--- src/design/soft_reset_pkg.sv ---
// Constants and types shared by the peripheral software reset controller.
package soft_reset_pkg;

    // Register byte offsets.
    localparam logic [11:0] PERIPH_RESET_B_OFFSET = 12'h044;
    localparam logic [11:0] PORT_RESET_OFFSET     = 12'h048;
    localparam logic [11:0] RESET_STATUS_OFFSET   = 12'h04C;
    localparam logic [11:0] CAP_TWO_VIEW_OFFSET   = 12'h050;
    localparam logic [11:0] CAP_FOUR_VIEW_OFFSET  = 12'h054;

    // Field positions in the first reset register.
    localparam int COMPARATOR_ZERO_BIT  = 24;
    localparam int TIMER_TWO_BIT        = 18;
    localparam int TIMER_ONE_BIT        = 17;
    localparam int TIMER_ZERO_BIT       = 16;
    localparam int SYNC_SERIAL_ZERO_BIT = 4;
    localparam int ASYNC_SERIAL_ONE_BIT = 1;
    localparam int ASYNC_SERIAL_ZERO_BIT = 0;

    // Field positions in the port reset register.
    localparam int PORT_E_BIT = 4;
    localparam int PORT_D_BIT = 3;
    localparam int PORT_C_BIT = 2;
    localparam int PORT_B_BIT = 1;
    localparam int PORT_A_BIT = 0;

    // Reset values.
    localparam logic [31:0] PERIPH_RESET_B_RESET = 32'h0000_0000;
    localparam logic [31:0] PORT_RESET_RESET     = 32'h0000_0000;

    // Least number of cycles a peripheral reset stays asserted once raised.
    localparam int RESET_HOLD_CYCLES = 4;

    // Number of peripheral reset lines.
    localparam int RESET_LINES = 12;

    typedef enum logic [2:0] {
        SEL_NONE,
        SEL_PERIPH_B,
        SEL_PORT,
        SEL_STATUS,
        SEL_CAP_TWO,
        SEL_CAP_FOUR
    } reg_sel_t;

    typedef enum logic [0:0] {
        BUS_IDLE,
        BUS_ANSWER
    } bus_state_t;

    // One reset request per peripheral, active high.
    typedef struct packed {
        logic comparator_zero_reset;
        logic timer_two_reset;
        logic timer_one_reset;
        logic timer_zero_reset;
        logic sync_serial_zero_reset;
        logic async_serial_one_reset;
        logic async_serial_zero_reset;
        logic port_e_reset;
        logic port_d_reset;
        logic port_c_reset;
        logic port_b_reset;
        logic port_a_reset;
    } periph_reset_t;

    typedef struct packed {
        bus_state_t  bus;
        logic [31:0] peripheral_reset_ctrl_b;
        logic [31:0] port_reset_ctrl;
        logic [31:0] prdata;
        logic        pready;
        logic        pslverr;
    } ctrl_state_t;

endpackage

--- src/design/peripheral_soft_reset_ctrl.sv ---
// APB register block that drives the software resets of the on-chip peripherals.
//
// Local design decision: register access over APB.
`timescale 1ns/1ps
module peripheral_soft_reset_ctrl #(
    parameter int ADDR_W = 12,
    parameter int HOLD   = soft_reset_pkg::RESET_HOLD_CYCLES
) (
    // Clock and reset
    input  wire logic                  pclk,
    input  wire logic                  presetn,
    // APB slave
    input  wire logic                  psel,
    input  wire logic                  penable,
    input  wire logic                  pwrite,
    input  wire logic [ADDR_W-1:0]     paddr,
    input  wire logic [31:0]           pwdata,
    input  wire logic [3:0]            pstrb,
    output logic      [31:0]           prdata,
    output logic                       pready,
    output logic                       pslverr,
    // Capability masks, set for each peripheral that is present
    input  wire logic [31:0]           capabilities_two,
    input  wire logic [31:0]           capabilities_four,
    // Peripheral resets, active high
    output soft_reset_pkg::periph_reset_t periph_reset
);

    // Refused at elaboration, so a bad setting never reaches a netlist.
    if (ADDR_W < 8 || ADDR_W > 32) begin : gen_bad_addr_w
        $error("peripheral_soft_reset_ctrl needs ADDR_W between 8 and 32");
    end
    if (HOLD < 1) begin : gen_bad_hold
        $error("peripheral_soft_reset_ctrl needs HOLD of at least one");
    end

    // Bits that exist in the first reset register.
    localparam logic [31:0] PERIPH_B_FIELDS =
        (32'h0000_0001 << soft_reset_pkg::COMPARATOR_ZERO_BIT)   |
        (32'h0000_0001 << soft_reset_pkg::TIMER_TWO_BIT)         |
        (32'h0000_0001 << soft_reset_pkg::TIMER_ONE_BIT)         |
        (32'h0000_0001 << soft_reset_pkg::TIMER_ZERO_BIT)        |
        (32'h0000_0001 << soft_reset_pkg::SYNC_SERIAL_ZERO_BIT)  |
        (32'h0000_0001 << soft_reset_pkg::ASYNC_SERIAL_ONE_BIT)  |
        (32'h0000_0001 << soft_reset_pkg::ASYNC_SERIAL_ZERO_BIT);

    // Bits that exist in the port reset register.
    localparam logic [31:0] PORT_FIELDS =
        (32'h0000_0001 << soft_reset_pkg::PORT_E_BIT) |
        (32'h0000_0001 << soft_reset_pkg::PORT_D_BIT) |
        (32'h0000_0001 << soft_reset_pkg::PORT_C_BIT) |
        (32'h0000_0001 << soft_reset_pkg::PORT_B_BIT) |
        (32'h0000_0001 << soft_reset_pkg::PORT_A_BIT);

    // Maps a byte address to a register; misaligned or unknown addresses select nothing.
    function automatic soft_reset_pkg::reg_sel_t decode_reg(input logic [ADDR_W-1:0] addr);
        logic [31:0] full;
        full = 32'(addr);
        if (full[1:0] != 2'h0) begin
            decode_reg = soft_reset_pkg::SEL_NONE;
        end else if (full == 32'(soft_reset_pkg::PERIPH_RESET_B_OFFSET)) begin
            decode_reg = soft_reset_pkg::SEL_PERIPH_B;
        end else if (full == 32'(soft_reset_pkg::PORT_RESET_OFFSET)) begin
            decode_reg = soft_reset_pkg::SEL_PORT;
        end else if (full == 32'(soft_reset_pkg::RESET_STATUS_OFFSET)) begin
            decode_reg = soft_reset_pkg::SEL_STATUS;
        end else if (full == 32'(soft_reset_pkg::CAP_TWO_VIEW_OFFSET)) begin
            decode_reg = soft_reset_pkg::SEL_CAP_TWO;
        end else if (full == 32'(soft_reset_pkg::CAP_FOUR_VIEW_OFFSET)) begin
            decode_reg = soft_reset_pkg::SEL_CAP_FOUR;
        end else begin
            decode_reg = soft_reset_pkg::SEL_NONE;
        end
    endfunction

    // Expands byte strobes into a bit mask.
    function automatic logic [31:0] strobe_mask(input logic [3:0] strb);
        logic [31:0] mask;
        mask = 32'h0000_0000;
        for (int b = 0; b < 4; b++) begin
            mask[b*8 +: 8] = {8{strb[b]}};
        end
        strobe_mask = mask;
    endfunction

    // Merges write data into a register under a mask of writable bits.
    function automatic logic [31:0] masked_write(input logic [31:0] old_value,
                                                 input logic [31:0] data,
                                                 input logic [31:0] mask);
        masked_write = (old_value & ~mask) | (data & mask);
    endfunction

    // Gathers the per-peripheral requests from both registers.
    function automatic soft_reset_pkg::periph_reset_t to_request(input logic [31:0] ctrl_b,
                                                                  input logic [31:0] ports);
        soft_reset_pkg::periph_reset_t req;
        req.comparator_zero_reset   = ctrl_b[soft_reset_pkg::COMPARATOR_ZERO_BIT];
        req.timer_two_reset         = ctrl_b[soft_reset_pkg::TIMER_TWO_BIT];
        req.timer_one_reset         = ctrl_b[soft_reset_pkg::TIMER_ONE_BIT];
        req.timer_zero_reset        = ctrl_b[soft_reset_pkg::TIMER_ZERO_BIT];
        req.sync_serial_zero_reset  = ctrl_b[soft_reset_pkg::SYNC_SERIAL_ZERO_BIT];
        req.async_serial_one_reset  = ctrl_b[soft_reset_pkg::ASYNC_SERIAL_ONE_BIT];
        req.async_serial_zero_reset = ctrl_b[soft_reset_pkg::ASYNC_SERIAL_ZERO_BIT];
        req.port_e_reset            = ports[soft_reset_pkg::PORT_E_BIT];
        req.port_d_reset            = ports[soft_reset_pkg::PORT_D_BIT];
        req.port_c_reset            = ports[soft_reset_pkg::PORT_C_BIT];
        req.port_b_reset            = ports[soft_reset_pkg::PORT_B_BIT];
        req.port_a_reset            = ports[soft_reset_pkg::PORT_A_BIT];
        to_request = req;
    endfunction

    soft_reset_pkg::ctrl_state_t   state;
    soft_reset_pkg::ctrl_state_t   next_state;
    soft_reset_pkg::periph_reset_t request;
    soft_reset_pkg::periph_reset_t active;
    soft_reset_pkg::reg_sel_t      sel;
    logic [31:0]                   write_mask_b;
    logic [31:0]                   write_mask_port;
    logic [31:0]                   read_value;
    logic                          access;

    assign sel     = decode_reg(paddr);
    assign access  = psel && penable;
    assign request = to_request(state.peripheral_reset_ctrl_b, state.port_reset_ctrl);

    // Absent peripherals have their capability bit clear, so their control bit can never be set.
    assign write_mask_b    = PERIPH_B_FIELDS & capabilities_two & strobe_mask(pstrb);
    assign write_mask_port = PORT_FIELDS & capabilities_four & strobe_mask(pstrb);

    // Read data; undefined bits of the two reset registers are never stored, so they read zero; the capability views return their inputs whole.
    always_comb begin
        read_value = 32'h0000_0000;
        case (sel)
            soft_reset_pkg::SEL_PERIPH_B: begin
                read_value = state.peripheral_reset_ctrl_b & PERIPH_B_FIELDS;
            end
            soft_reset_pkg::SEL_PORT: begin
                read_value = state.port_reset_ctrl & PORT_FIELDS;
            end
            soft_reset_pkg::SEL_STATUS: begin
                read_value = 32'(active);
            end
            soft_reset_pkg::SEL_CAP_TWO: begin
                read_value = capabilities_two;
            end
            soft_reset_pkg::SEL_CAP_FOUR: begin
                read_value = capabilities_four;
            end
            default: begin
                read_value = 32'h0000_0000;
            end
        endcase
    end

    // Every access phase takes two cycles: the first prepares the answer, the second
    // commits it. Registering the answer keeps prdata, pready and pslverr glitch free
    // at the cost of one wait state.
    always_comb begin
        next_state = state;
        case (state.bus)
            soft_reset_pkg::BUS_IDLE: begin
                next_state.pready  = 1'b0;
                next_state.pslverr = 1'b0;
                if (access) begin
                    next_state.bus     = soft_reset_pkg::BUS_ANSWER;
                    next_state.pready  = 1'b1;
                    next_state.pslverr = (sel == soft_reset_pkg::SEL_NONE);
                    next_state.prdata  = pwrite ? 32'h0000_0000 : read_value;
                end
            end
            soft_reset_pkg::BUS_ANSWER: begin
                next_state.bus     = soft_reset_pkg::BUS_IDLE;
                next_state.pready  = 1'b0;
                next_state.pslverr = 1'b0;
                next_state.prdata  = 32'h0000_0000;
                if (access && pwrite) begin
                    if (sel == soft_reset_pkg::SEL_PERIPH_B) begin
                        next_state.peripheral_reset_ctrl_b =
                            masked_write(state.peripheral_reset_ctrl_b, pwdata, write_mask_b);
                    end else if (sel == soft_reset_pkg::SEL_PORT) begin
                        next_state.port_reset_ctrl =
                            masked_write(state.port_reset_ctrl, pwdata, write_mask_port);
                    end
                end
            end
            default: begin
                next_state.bus = soft_reset_pkg::BUS_IDLE;
            end
        endcase
    end

    always_ff @(posedge pclk or negedge presetn) begin
        if (!presetn) begin
            state.bus                     <= soft_reset_pkg::BUS_IDLE;
            state.peripheral_reset_ctrl_b <= soft_reset_pkg::PERIPH_RESET_B_RESET;
            state.port_reset_ctrl         <= soft_reset_pkg::PORT_RESET_RESET;
            state.prdata                  <= 32'h0000_0000;
            state.pready                  <= 1'b0;
            state.pslverr                 <= 1'b0;
        end else begin
            state <= next_state;
        end
    end

    // Peripherals stay in reset while their bit is set, and for at least HOLD cycles once raised, even if it clears sooner.
    reset_hold_stage #(
        .WIDTH (soft_reset_pkg::RESET_LINES),
        .HOLD  (HOLD)
    ) u_hold (
        .pclk         (pclk),
        .presetn      (presetn),
        .request      (request),
        .reset_active (active)
    );

    assign prdata       = state.prdata;
    assign pready       = state.pready;
    assign pslverr      = state.pslverr;
    assign periph_reset = active;

endmodule // peripheral_soft_reset_ctrl

--- src/design/reset_hold_stage.sv ---
// Registered reset drivers that stretch every raised reset to a least length.
`timescale 1ns/1ps
module reset_hold_stage #(
    parameter int WIDTH = soft_reset_pkg::RESET_LINES,
    parameter int HOLD  = soft_reset_pkg::RESET_HOLD_CYCLES
) (
    // Clock and reset
    input  wire logic             pclk,
    input  wire logic             presetn,
    // Requests from the control registers
    input  wire logic [WIDTH-1:0] request,
    // Reset levels to the peripherals, active high
    output logic      [WIDTH-1:0] reset_active
);

    localparam int CNT_W = $clog2(HOLD + 1);
    localparam logic [CNT_W-1:0] HOLD_LOAD = CNT_W'(HOLD - 1);

    if (WIDTH < 1 || HOLD < 1) begin : gen_bad_params
        $error("reset_hold_stage needs WIDTH and HOLD of at least one");
    end

    typedef struct packed {
        logic [WIDTH-1:0]            active;
        logic [WIDTH-1:0][CNT_W-1:0] hold;
    } hold_state_t;

    hold_state_t state;
    hold_state_t next_state;

    // A short pulse on a control bit still gives the peripheral a clean reset.
    always_comb begin
        next_state = state;
        for (int i = 0; i < WIDTH; i++) begin
            if (request[i] && !state.active[i]) begin
                next_state.hold[i] = HOLD_LOAD;
            end else if (state.hold[i] != '0) begin
                next_state.hold[i] = state.hold[i] - CNT_W'(1);
            end
            next_state.active[i] = request[i] || (state.hold[i] != '0) || (request[i] && !state.active[i]);
        end
    end

    always_ff @(posedge pclk or negedge presetn) begin
        if (!presetn) begin
            state <= '0;
        end else begin
            state <= next_state;
        end
    end

    assign reset_active = state.active;

endmodule // reset_hold_stage

--- config.mk ---
export PLATFORM = sky130hd
export DESIGN_NAME = peripheral_soft_reset_ctrl
export DESIGN_NICKNAME = d
export VERILOG_FILES = /design/src/design/soft_reset_pkg.sv /design/src/design/peripheral_soft_reset_ctrl.sv /design/src/design/reset_hold_stage.sv
export SDC_FILE = /design/constraint.sdc
export NUM_CORES = 1
export LEC_CHECK = 0
export BUFFER_PORTS_ARGS = -buffer_cell sky130_fd_sc_hd__buf_2
export CAP_MARGIN = 20
export CORE_UTILIZATION = 53
export CTS_BUF_LIST = sky130_fd_sc_hd__clkbuf_8
export CTS_CLUSTER_DIAMETER = 60
export DETAILED_ROUTE_END_ITERATION = 8
export PLACE_DENSITY = 0.83
export SYNTH_ARGS = -nofsm -noshare
export SYNTH_HDL_FRONTEND = slang
export SYNTH_SLANG_ARGS = --single-unit
--- constraint.sdc ---
create_clock -name pclk -period 1.57 [get_ports pclk]
set_input_delay 0.314 -clock pclk [delete_from_list [all_inputs] [get_ports pclk]]
set_output_delay 0.314 -clock pclk [all_outputs]
set_load 0.05 [all_outputs]
==> results of run 1 <==
-- metrics by stage --
step	util (%)	setup WS, ps	setup TNS, ps	hold slack (ps)	cells
5_1_grt	69.8	-79.6	-337	151	755
4_1_cts	69.4	3.74	0	159	754
6_report	69.8	-24.3	-51.0	158	755
2_1_floorplan	-	-15.4	-112	18.4	484
3_5_place_dp	66.9	-309	-9300	399	737
3_3_place_gp	66.9	-263	-7670	396	737
-- cells by family (layout without fill, tap and decap cells) --
kind of cell               count (synthesis)  after routing  share of synthesized area [%]
other                                      0              1                              0
xor gates and xnor gates                  12             12                           2.12
AOI/OAI and AO/OA                         69             69                           8.77
adders and majority gates                 24             24                           6.06
muxes                                     57             57                           12.5
DFF                                       94             94                           47.5
and+or+nand+nor                          175            175                           17.9
buffers and inverters                     53            215                           5.10
-- critical path: stages (launching register included) --
cell and delay [ps]:
dfrtp_2 370, and4_4 220, buf_4 100, nand4_1 140, buf_4 220, nor2_2 120
mux2_1 320
-- where the power goes --
part           leakage [nW]  switching [W]  internal (W)
clock network        0.0997       0.000860      0.000774
registers              1.18       0.000394       0.00307
logic                  1.86        0.00190       0.00152
total                  3.13        0.00315       0.00537
-- layout make-up --
class	count	share of cell area [%]
clock buffers	10	2.22
inverters	26	1.57
repair buffers	173	16.1
diodes	1	0.0403
well taps	108	2.18
clock inverters	6	1.01
multi-input cells	337	39.0
flip-flops and latches	94	37.9
-- repair_timing --
action,in CTS,in global routing
pin swaps,1,0
gates resized for setup,4,9
hold buffers,1,0
endpoints found under the setup margin,9,11
cloned,0,0
hold endpoints to repair,2,0
-- final timing paths --
kind	startpoint	endpoint	slack (ps)	depth (start not counted)
max	state[98]	flop	-20	6
min	pwdata[18]	flop	160	2
max reg2reg	state[98]	flop	-20	6
min reg2reg	prdata[31]	prdata[31]	490	2
max in group asynchronous	presetn	state[98]	650	3
min in group asynchronous	presetn	u_hold.state[4]	500	3
-- synthesized netlist by cell type --
| cell type | instances | area share [%] |
|---|---|---|
| mux2i_1 | 18 | 3.6 |
| nand4_1 | 2 | 0.25 |
| nor4b_1 | 2 | 0.35 |
| a32oi_1 | 7 | 1.2 |
| and2_0 | 1 | 0.13 |
| o21ai_1 | 32 | 3.2 |
| nor4_4 | 1 | 0.43 |
| and2_1 | 12 | 1.5 |
| or2_2 | 7 | 0.88 |
| mux2_2 | 19 | 4.3 |
| and4b_1 | 1 | 0.20 |
| a211o_1 | 1 | 0.18 |
| and4bb_1 | 1 | 0.25 |
| o21ai_0 | 7 | 0.71 |
| and3_1 | 1 | 0.13 |
| nand2_1 | 76 | 5.8 |
| a31oi_1 | 2 | 0.25 |
| buf_4 | 12 | 1.8 |
| a21oi_1 | 1 | 0.10 |
| clkbuf_1 | 7 | 0.53 |
| a22oi_1 | 7 | 1.1 |
| buf_2 | 7 | 0.71 |
| inv_1 | 25 | 1.9 |
| nand2_2 | 1 | 0.13 |
| a22o_1 | 7 | 1.2 |
| mux2_1 | 20 | 4.5 |
| nor3_1 | 9 | 0.91 |
| nor2b_1 | 6 | 0.76 |
| nand3_2 | 1 | 0.20 |
| o211ai_1 | 5 | 0.76 |
| nand2b_1 | 24 | 3.0 |
| nor4_1 | 1 | 0.13 |
| or3b_2 | 1 | 0.18 |
| xnor2_1 | 12 | 2.1 |
| buf_1 | 1 | 0.076 |
| ha_1 | 24 | 6.1 |
| or4_4 | 1 | 0.23 |
| and4_1 | 2 | 0.35 |
| nand4bb_1 | 1 | 0.23 |
| dfrtp_1 | 94 | 47 |
| nand3b_1 | 1 | 0.15 |
| nor2_1 | 23 | 1.7 |
| inv_2 | 1 | 0.076 |
-- placed cells by master (no fill, tap or decap), types with 10 or more instances in the layout --
cell / netlist / final
nand2b_1: 24 / 24
nand2_1: 76 / 76
dfrtp_1: 94 / 93
ha_1: 24 / 24
buf_4: 12 / 31
xnor2_1: 12 / 12
mux2i_1: 18 / 18
nor2_1: 23 / 20
and2_1: 12 / 12
buf_2: 7 / 137
mux2_1: 20 / 19
mux2_2: 19 / 20
o21ai_1: 32 / 32
inv_1: 25 / 26
clkbuf_8: 0 / 10
-- per-layer routing --
metal / wire [microns] / vias up
li1: - / 1949
met3: 694 / 23
met1: 4900 / 1938
met2: 5940 / 138
met4: 241 / 2
met5: 18 / -
==> results.cfg, run 1 <==
[status]
outcome = finished, violations left
violations = setup timing

[sta]
worst_slew_pin_slew_ps = 507
fin_crit_ps = 1590
hold_viol = 0
rsz0062_at_grt = true
period_share_pct = 102
fmax_ghz = 0.627
drv_slew = 0
final-setup-viol-count = 4
finalClockSkew_ps = 9.47
slew_headroom_pct = 66.2
worst_slack_ps = -24.3

[die]
io_pins = 163
die_area_sq_mm = 0.00973
die_w_microns = 98.7
start_util_pct = 55.7
rows = 34
dieHeight_microns = 98.7
coreArea_sq_mm = 0.00889

[yosys]
synth_nets = 625
syn_area_per_cell_sq_um = 10.2
synth_warnings = 0
synth_seq_cells = 94
ys_seq_area_share_pct = 47.5
synthCells = 484
synthesis.area_sq_mm = 0.00495
ys_types = 43

[routing]
drc_errors = 0
routed_via_density = 5.36
vias = 4050
ant_nets = 0
drt_pass1_iterations = 4
wl_mm = 11.8
drt_iter0_drc = 170
drt-wirelength-per-cell_microns = 15.6

[critical_path]
worstSetupEndpointType = flop
worstPathArrival_ps = 1860
crit_fanout = 3
cp.required_ps = 1830
critPathLaunchType = flop
crit_type = flop to flop

[global_routing]
grtUsageTotal_pct = 25.4
gr-usage-met1_pct = 30.2
grt_pass1_wl_mm = 19.1
overflow = 0
top_usage_layer = met2
grt_pass1_vias = 4132
antenna_found_initial = 2
grt_use_met3_pct = 5.53
grt_max_degree = 95
grtUsageMet2_pct = 44.7

[final_layout]
multi_input_area_sq_mm = 0.00242
nNetsFinal = 782
drive_gt1_share_pct = 36.1
regArea_sq_mm = 0.00235
fill_cells = 653
area_growth_pct = 25.4
stdcell_area_sq_mm = 0.00621

[min_path]
hold_path.class = input pin to flop

[pwr]
power_per_cell_area_mw_per_mm2 = 1370
power_leakage_nw = 3.13
max-vdd-ir-drop_mv = 0.913
fin_total_pwr_w = 0.00852

[placed_design]
post_dp_cell_area_sq_mm = 0.00595
dp_hpwl_mm = 8.87
port_buffers = 138
gp_congestion = 0.822

[clock_tree]
cts_max_path_buffers = 2
cts_tree = built
clkSinkCount = 94
cts-root-buf = clkbuf_8
numCtsBuffers = 9
clkSlewWorstSetupHoldPaths_ps = 90
clock_latency_ps = 370
htreeDepth = 3
postCtsSetupBuffers = 0

[flow_run]
drv_cap = 0
Note: power is estimated with default switching activity, not from simulation.
==> run 2, diff against run 1 <==
--- a/config.mk
+++ b/config.mk
@@ -14,4 +14,5 @@
 export PLACE_DENSITY = 0.83
 export SYNTH_ARGS = -nofsm -noshare
 export SYNTH_HDL_FRONTEND = slang
+export SYNTH_HIERARCHICAL = 1
 export SYNTH_SLANG_ARGS = --single-unit
==> run 2 against run 1 <==
  * Worst hold slack gained 34 ps
  * First-iteration DRC count rose by 1.2%
  * The run ends with DRC, setup timing left
  * Global-route usage increased by 2.5 points
  * Design area up 2.2%
  * Largest power group unchanged
  * Die area is 0.37% lower
  * Final cell count is 0.13% higher
  * Synthesized area fell by 0.38%
  * Sequential cell count did not move
  * Critical path depth up 1
  * Synthesized cell count fell by 1.4%
  * Combinational power fell by 3%
  * Register-to-register slack improved by 170 ps
==> results.cfg, run 2 <==
[status]
outcome = finished, violations left
violations = DRC, setup timing

[critical_path]
rr_startpoint = state[98]
crit_fanout = 5
worstPathArrival_ps = 1910
crit_type = input pin to flop
rr_worst_depth = 4
crit_slowest_cell = or4b_4
crit_start = paddr[9]
r2r_slack_ps = 150
cp_cell_sequence = buf_2, or4b_4, nor4b_4, buf_6, buf_12, a22oi_2, o21ai_1
cp-endpoint = prdata[17]
cp.required_ps = 1840
cp_slowest_stage_delay_ps = 580
worstSetupEndpointType = flop
critPathLaunchType = input pin

[yosys]
synthesis.area_sq_mm = 0.00493
synth_nets = 618
synth_edf_count = 0
ys_types = 43
yosysMostFrequentCell = dfrtp_1
synth_top_area_share_pct = 47.7
syn_area_per_cell_sq_um = 10.3
yosys-top-cells-count = dfrtp_1, nand2_1, inv_1
synth.area.top_cells = dfrtp_1, ha_1, nand2_1, nand2b_1, a22oi_1
synthCells = 477
synth_seq_cells = 94
synth_warnings = 6
ys_seq_area_share_pct = 47.7
yosysTopAreaCell = dfrtp_1
synthFlopType = dfrtp_1
synthArstFlopShare_pct = 100

[sta]
drv_slew = 0
rsz0062_at_grt = true
period_share_pct = 105
finalClockSkew_ps = 13.6
fmax_ghz = 0.609
worst_slack_ps = -71.1
worst_slew_pin_slew_ps = 489
fin_crit_ps = 1640
hold_viol = 0
slew_headroom_pct = 67.4
fin_tns_setup_ps = -260
final-setup-viol-count = 13

[clock_tree]
cts-root-buf = clkbuf_8
cts_tree = built
clkSlewWorstSetupHoldPaths_ps = 90
cts_max_path_buffers = 2
htreeDepth = 3
clkSinkCount = 94
clock_latency_ps = 370
numCtsBuffers = 9

[pwr]
p_switching_w = 0.00318
seqPwrFrac_pct = 39.6
comb_power_share_pct = 37.7
power_leakage_nw = 3.17
switching_share_pct = 36.1
max-vdd-ir-drop_mv = 0.809
clockPowerShare_pct = 22.8
p_int_w = 0.00563
power_per_cell_area_mw_per_mm2 = 1390

[final_layout]
fill_cells = 630
final_cells = 756
area_growth_pct = 28.6
layout_common_cells = buf_2, dfrtp_1, nand2_1, inv_1, buf_4
final_common_cell = buf_2
diodes = 0
finalCoreUtilization_pct = 71.7
drive_gt1_share_pct = 37.0
nNetsFinal = 784

[global_routing]
grtUsageTotal_pct = 27.9
grt_pass1_wl_mm = 21.0
grt_pass1_vias = 4375
antenna_found_initial = 0
grt_max_degree = 58
overflow = 0

[routing]
drc_errors = 5
drt_iter0_drc = 172
drt-wirelength-per-cell_microns = 17.8
drt_pass1_iterations = 8
routed_via_density = 5.70
ant_nets = 0
vias = 4310
wl_mm = 13.4

[flow_run]
drv_cap = 0

[placed_design]
place_inst = 733
gp_congestion = 0.811
port_buffers = 138
dp_hpwl_mm = 9.74

[min_path]
hold_path.class = input pin to flop

[die]
coreArea_sq_mm = 0.00885
rows = 34
die_w_microns = 98.5
dieHeight_microns = 98.5
start_util_pct = 55.8
die_area_sq_mm = 0.00970
io_pins = 163
[run 2: cell families (layout without fill, tap and decap cells)]
kind of cell	after synthesis	after routing	share of synthesized area [%]
mux	31	31	6.75
buf+inv	67	238	7.25
fa+ha+maj	24	24	6.09
compound gates	94	94	12.6
simple gates	155	155	17.5
flops	94	94	47.7
xor+xnor	12	12	2.13
[run 2: through the flow]
step	setup WS, ps	cell area, sq um	total power [W]	hold slack [ps]
2_1_floorplan	-298	4980	0.00603	18.4
3_3_place_gp	-401	5900	0.00647	331
3_5_place_dp	-452	5900	0.00680	332
4_1_cts	-14.5	6200	0.00884	161
5_1_grt	-79.1	6350	0.00942	174
6_report	-71.1	6350	0.00881	191
[run 2: metal layers]
metal,vias to the layer above,global-route usage [%],part of all wire (%)
met5,-,0,0
met4,0,8.84,3.1
met3,37,6.38,7.5
met2,214,49.2,50
met1,2100,34.0,39
li1,1959,-,-
[run 2: worst min-delay path by stage]
stage | cells past startpoint | end | start | slack (ps)
final | 2 | flop | pwdata[2] | 190
after global routing | 2 | flop | pwdata[18] | 170
after CTS | 2 | flop | pwdata[18] | 160
after detailed placement | 2 | u_hold/state[1] | presetn | 330
after global placement | 2 | u_hold/state[2] | presetn | 330
after floorplan | 0 | async pin | presetn | 20
[run 2: critical path, delay by kind of cell]
kind | cells | cell delay [ps]
AND/OR/NAND/NOR | 2 | 910
buffers and inverters | 3 | 430
AO/OA/AOI/OAI | 2 | 250
[run 2: timing repair]
action / 4_1_cts / 5_1_grt
endpoints found under the hold margin: 57 / 0
hold buffers: 1 / 0
resized for setup: 4 / 20
gates cloned: 0 / 3
endpoints found under the setup margin: 5 / 29
pin swaps: 2 / 4
setup buffers: 1 / 3
[run 2: power by group through the flow]
stage	registers (W)	clock network [W]	logic [W]
2_1_floorplan	0.00339	0	0.00264
3_3_place_gp	0.00349	0	0.00298
3_5_place_dp	0.00353	0	0.00327
4_1_cts	0.00348	0.00202	0.00333
5_1_grt	0.00356	0.00214	0.00372
6_report	0.00349	0.00201	0.00332
[run 2: final cells by class]
type	count	area [sq um]	share of cell area (%)
Timing Repair Buffer	184	1150	18.1
Inverter	38	143	2.25
Clock buffer	11	151	2.39
Multi-Input combinational cell	316	2310	36.4
Tap cell	108	135	2.13
Sequential cell	94	2350	37.1
Clock inverter	5	105	1.66
==> run 3, diff against run 2 <==
--- a/config.mk
+++ b/config.mk
@@ -11,6 +11,7 @@
 export CTS_BUF_LIST = sky130_fd_sc_hd__clkbuf_8
 export CTS_CLUSTER_DIAMETER = 60
 export DETAILED_ROUTE_END_ITERATION = 8
+export MAX_ROUTING_LAYER = met4
 export PLACE_DENSITY = 0.83
 export SYNTH_ARGS = -nofsm -noshare
 export SYNTH_HDL_FRONTEND = slang
==> run 3 against run 2 <==
  * The run still ends with DRC, setup timing left
  * Global-route usage grew 0.89 points
  * Clock power is essentially flat
  * Total power up 0.48%
  * Critical path depth decreased by 1
  * Clock skew about the same
  * Setup slack better by 26 ps
  * First-iteration DRC count grew 20%
  * Largest power group unchanged
==> results.cfg, run 3 (synthesized netlist as in run 2, its figures left out) <==
[sta]
slew_headroom_pct = 67.6
finalClockSkew_ps = 13.1
hold_viol = 0
worst_slew_pin_slew_ps = 487
final-setup-viol-count = 16
fin_crit_ps = 1610
rsz0062_at_grt = true
period_share_pct = 103
holdWs_ps = 194
drv_slew = 0
worst_slack_ps = -45.0
fmax_ghz = 0.619

[critical_path]
regToRegEndpoint = u_hold/state[35]
critPathLaunchType = input pin
r2r_slack_ps = 150
crit_fanout = 6
rr_startpoint = u_hold/state[33]
crit_type = input pin to flop
worstSetupEndpointType = flop
rr_worst_depth = 5
worstPathArrival_ps = 1880
cp.required_ps = 1830

[status]
violations = DRC, setup timing
outcome = finished, violations left

[clock_tree]
htreeDepth = 3
cts-root-buf = clkbuf_8
cts_tree = built
cts_max_path_buffers = 2
clkSinkCount = 94
clkSlewWorstSetupHoldPaths_ps = 100
clock_latency_ps = 370
numCtsBuffers = 9

[placed_design]
dp_hpwl_mm = 9.74
dp_slack_ps = -452
gp_congestion = 0.823
place_inst = 733
port_buffers = 138

[routing]
routed_via_density = 5.67
drc_errors = 5
vias = 4285
ant_nets = 0
drt_iter0_drc = 207
drt-wirelength-per-cell_microns = 17.9
wl_mm = 13.5
drt_pass1_iterations = 9

[flow_run]
drv_cap = 0

[global_routing]
grt_max_degree = 58
antenna_found_initial = 0
grt_pass1_wl_mm = 21.1
grtUsageTotal_pct = 28.8
overflow = 0
grt_pass1_vias = 4376

[die]
dieHeight_microns = 98.5
die_w_microns = 98.5
start_util_pct = 55.8
coreArea_sq_mm = 0.00885
io_pins = 163
die_area_sq_mm = 0.00970
rows = 34

[final_layout]
nNetsFinal = 784
final_cells = 756
diodes = 0
area_growth_pct = 28.8
multi_input_area_sq_mm = 0.00232
final_common_cell = buf_2
drive_gt1_share_pct = 37.3
layout_common_cells = buf_2, dfrtp_1, nand2_1, inv_1, buf_4
regArea_sq_mm = 0.00235
finalCoreUtilization_pct = 71.8
fill_cells = 627

[pwr]
fin_total_pwr_w = 0.00886
max-vdd-ir-drop_mv = 0.809
power_per_cell_area_mw_per_mm2 = 1390
power_leakage_nw = 3.17

[min_path]
holdCritStartpoint = pwdata[18]
hold_depth = 2
hold_path.class = input pin to flop
[run 3: worst max-delay path by stage]
stage,start,end,cells past startpoint
floorplan,paddr[10],prdata[21],6
global placement,paddr[9],flop,6
detailed placement,paddr[9],flop,6
CTS,paddr[10],flop,6
global route,paddr[10],flop,6
finish,paddr[10],flop,6
[run 3: per-layer routing]
metal  part of all wire (%)  track usage [%]  vias up
li1                       -                -     1960
met1                     39             34.7     2100
met2                     52             49.2      199
met3                    6.7             5.46       26
met4                    2.2             8.84        0
met5                      0                -        -
[run 3: timing repair]
item | CTS | global route
hold buffers | 1 | 0
pin swaps | 2 | 6
resized for setup | 4 | 22
endpoints found under the hold margin | 57 | 0
endpoints found under the setup margin | 5 | 31
cloned | 0 | 3
setup buffers | 1 | 3
[run 3: cell type report]
cell class	instances	share of cell area, %
Multi-Input combinational cell	316	36.5
Timing Repair Buffer	184	18.1
Clock inverter	5	1.65
Inverter	38	2.24
Clock buffer	11	2.38
Sequential cell	94	37.0
Tap cell	108	2.13
[run 3: stage by stage]
step	cell area, sq um	TNS, ps
2_1_floorplan	4980	-9980
3_5_place_dp	5900	-15480
6_report	6350	-286
5_1_grt	6350	-940
3_3_place_gp	5900	-14000
4_1_cts	6200	-15.0
[run 3: where the power goes]
part / switching (W) / total (W) / internal (W)
registers: 0.000405 / 0.00349 / 0.00309
clock network: 0.000865 / 0.00201 / 0.00115
logic: 0.00195 / 0.00335 / 0.00140
[run 3: worst max-delay path, stage by stage]
cell and delay [ps]:
buf_6 90, or4b_4 630, nor4_4 220, buf_4 190, nand4_1 120, mux2_4 310
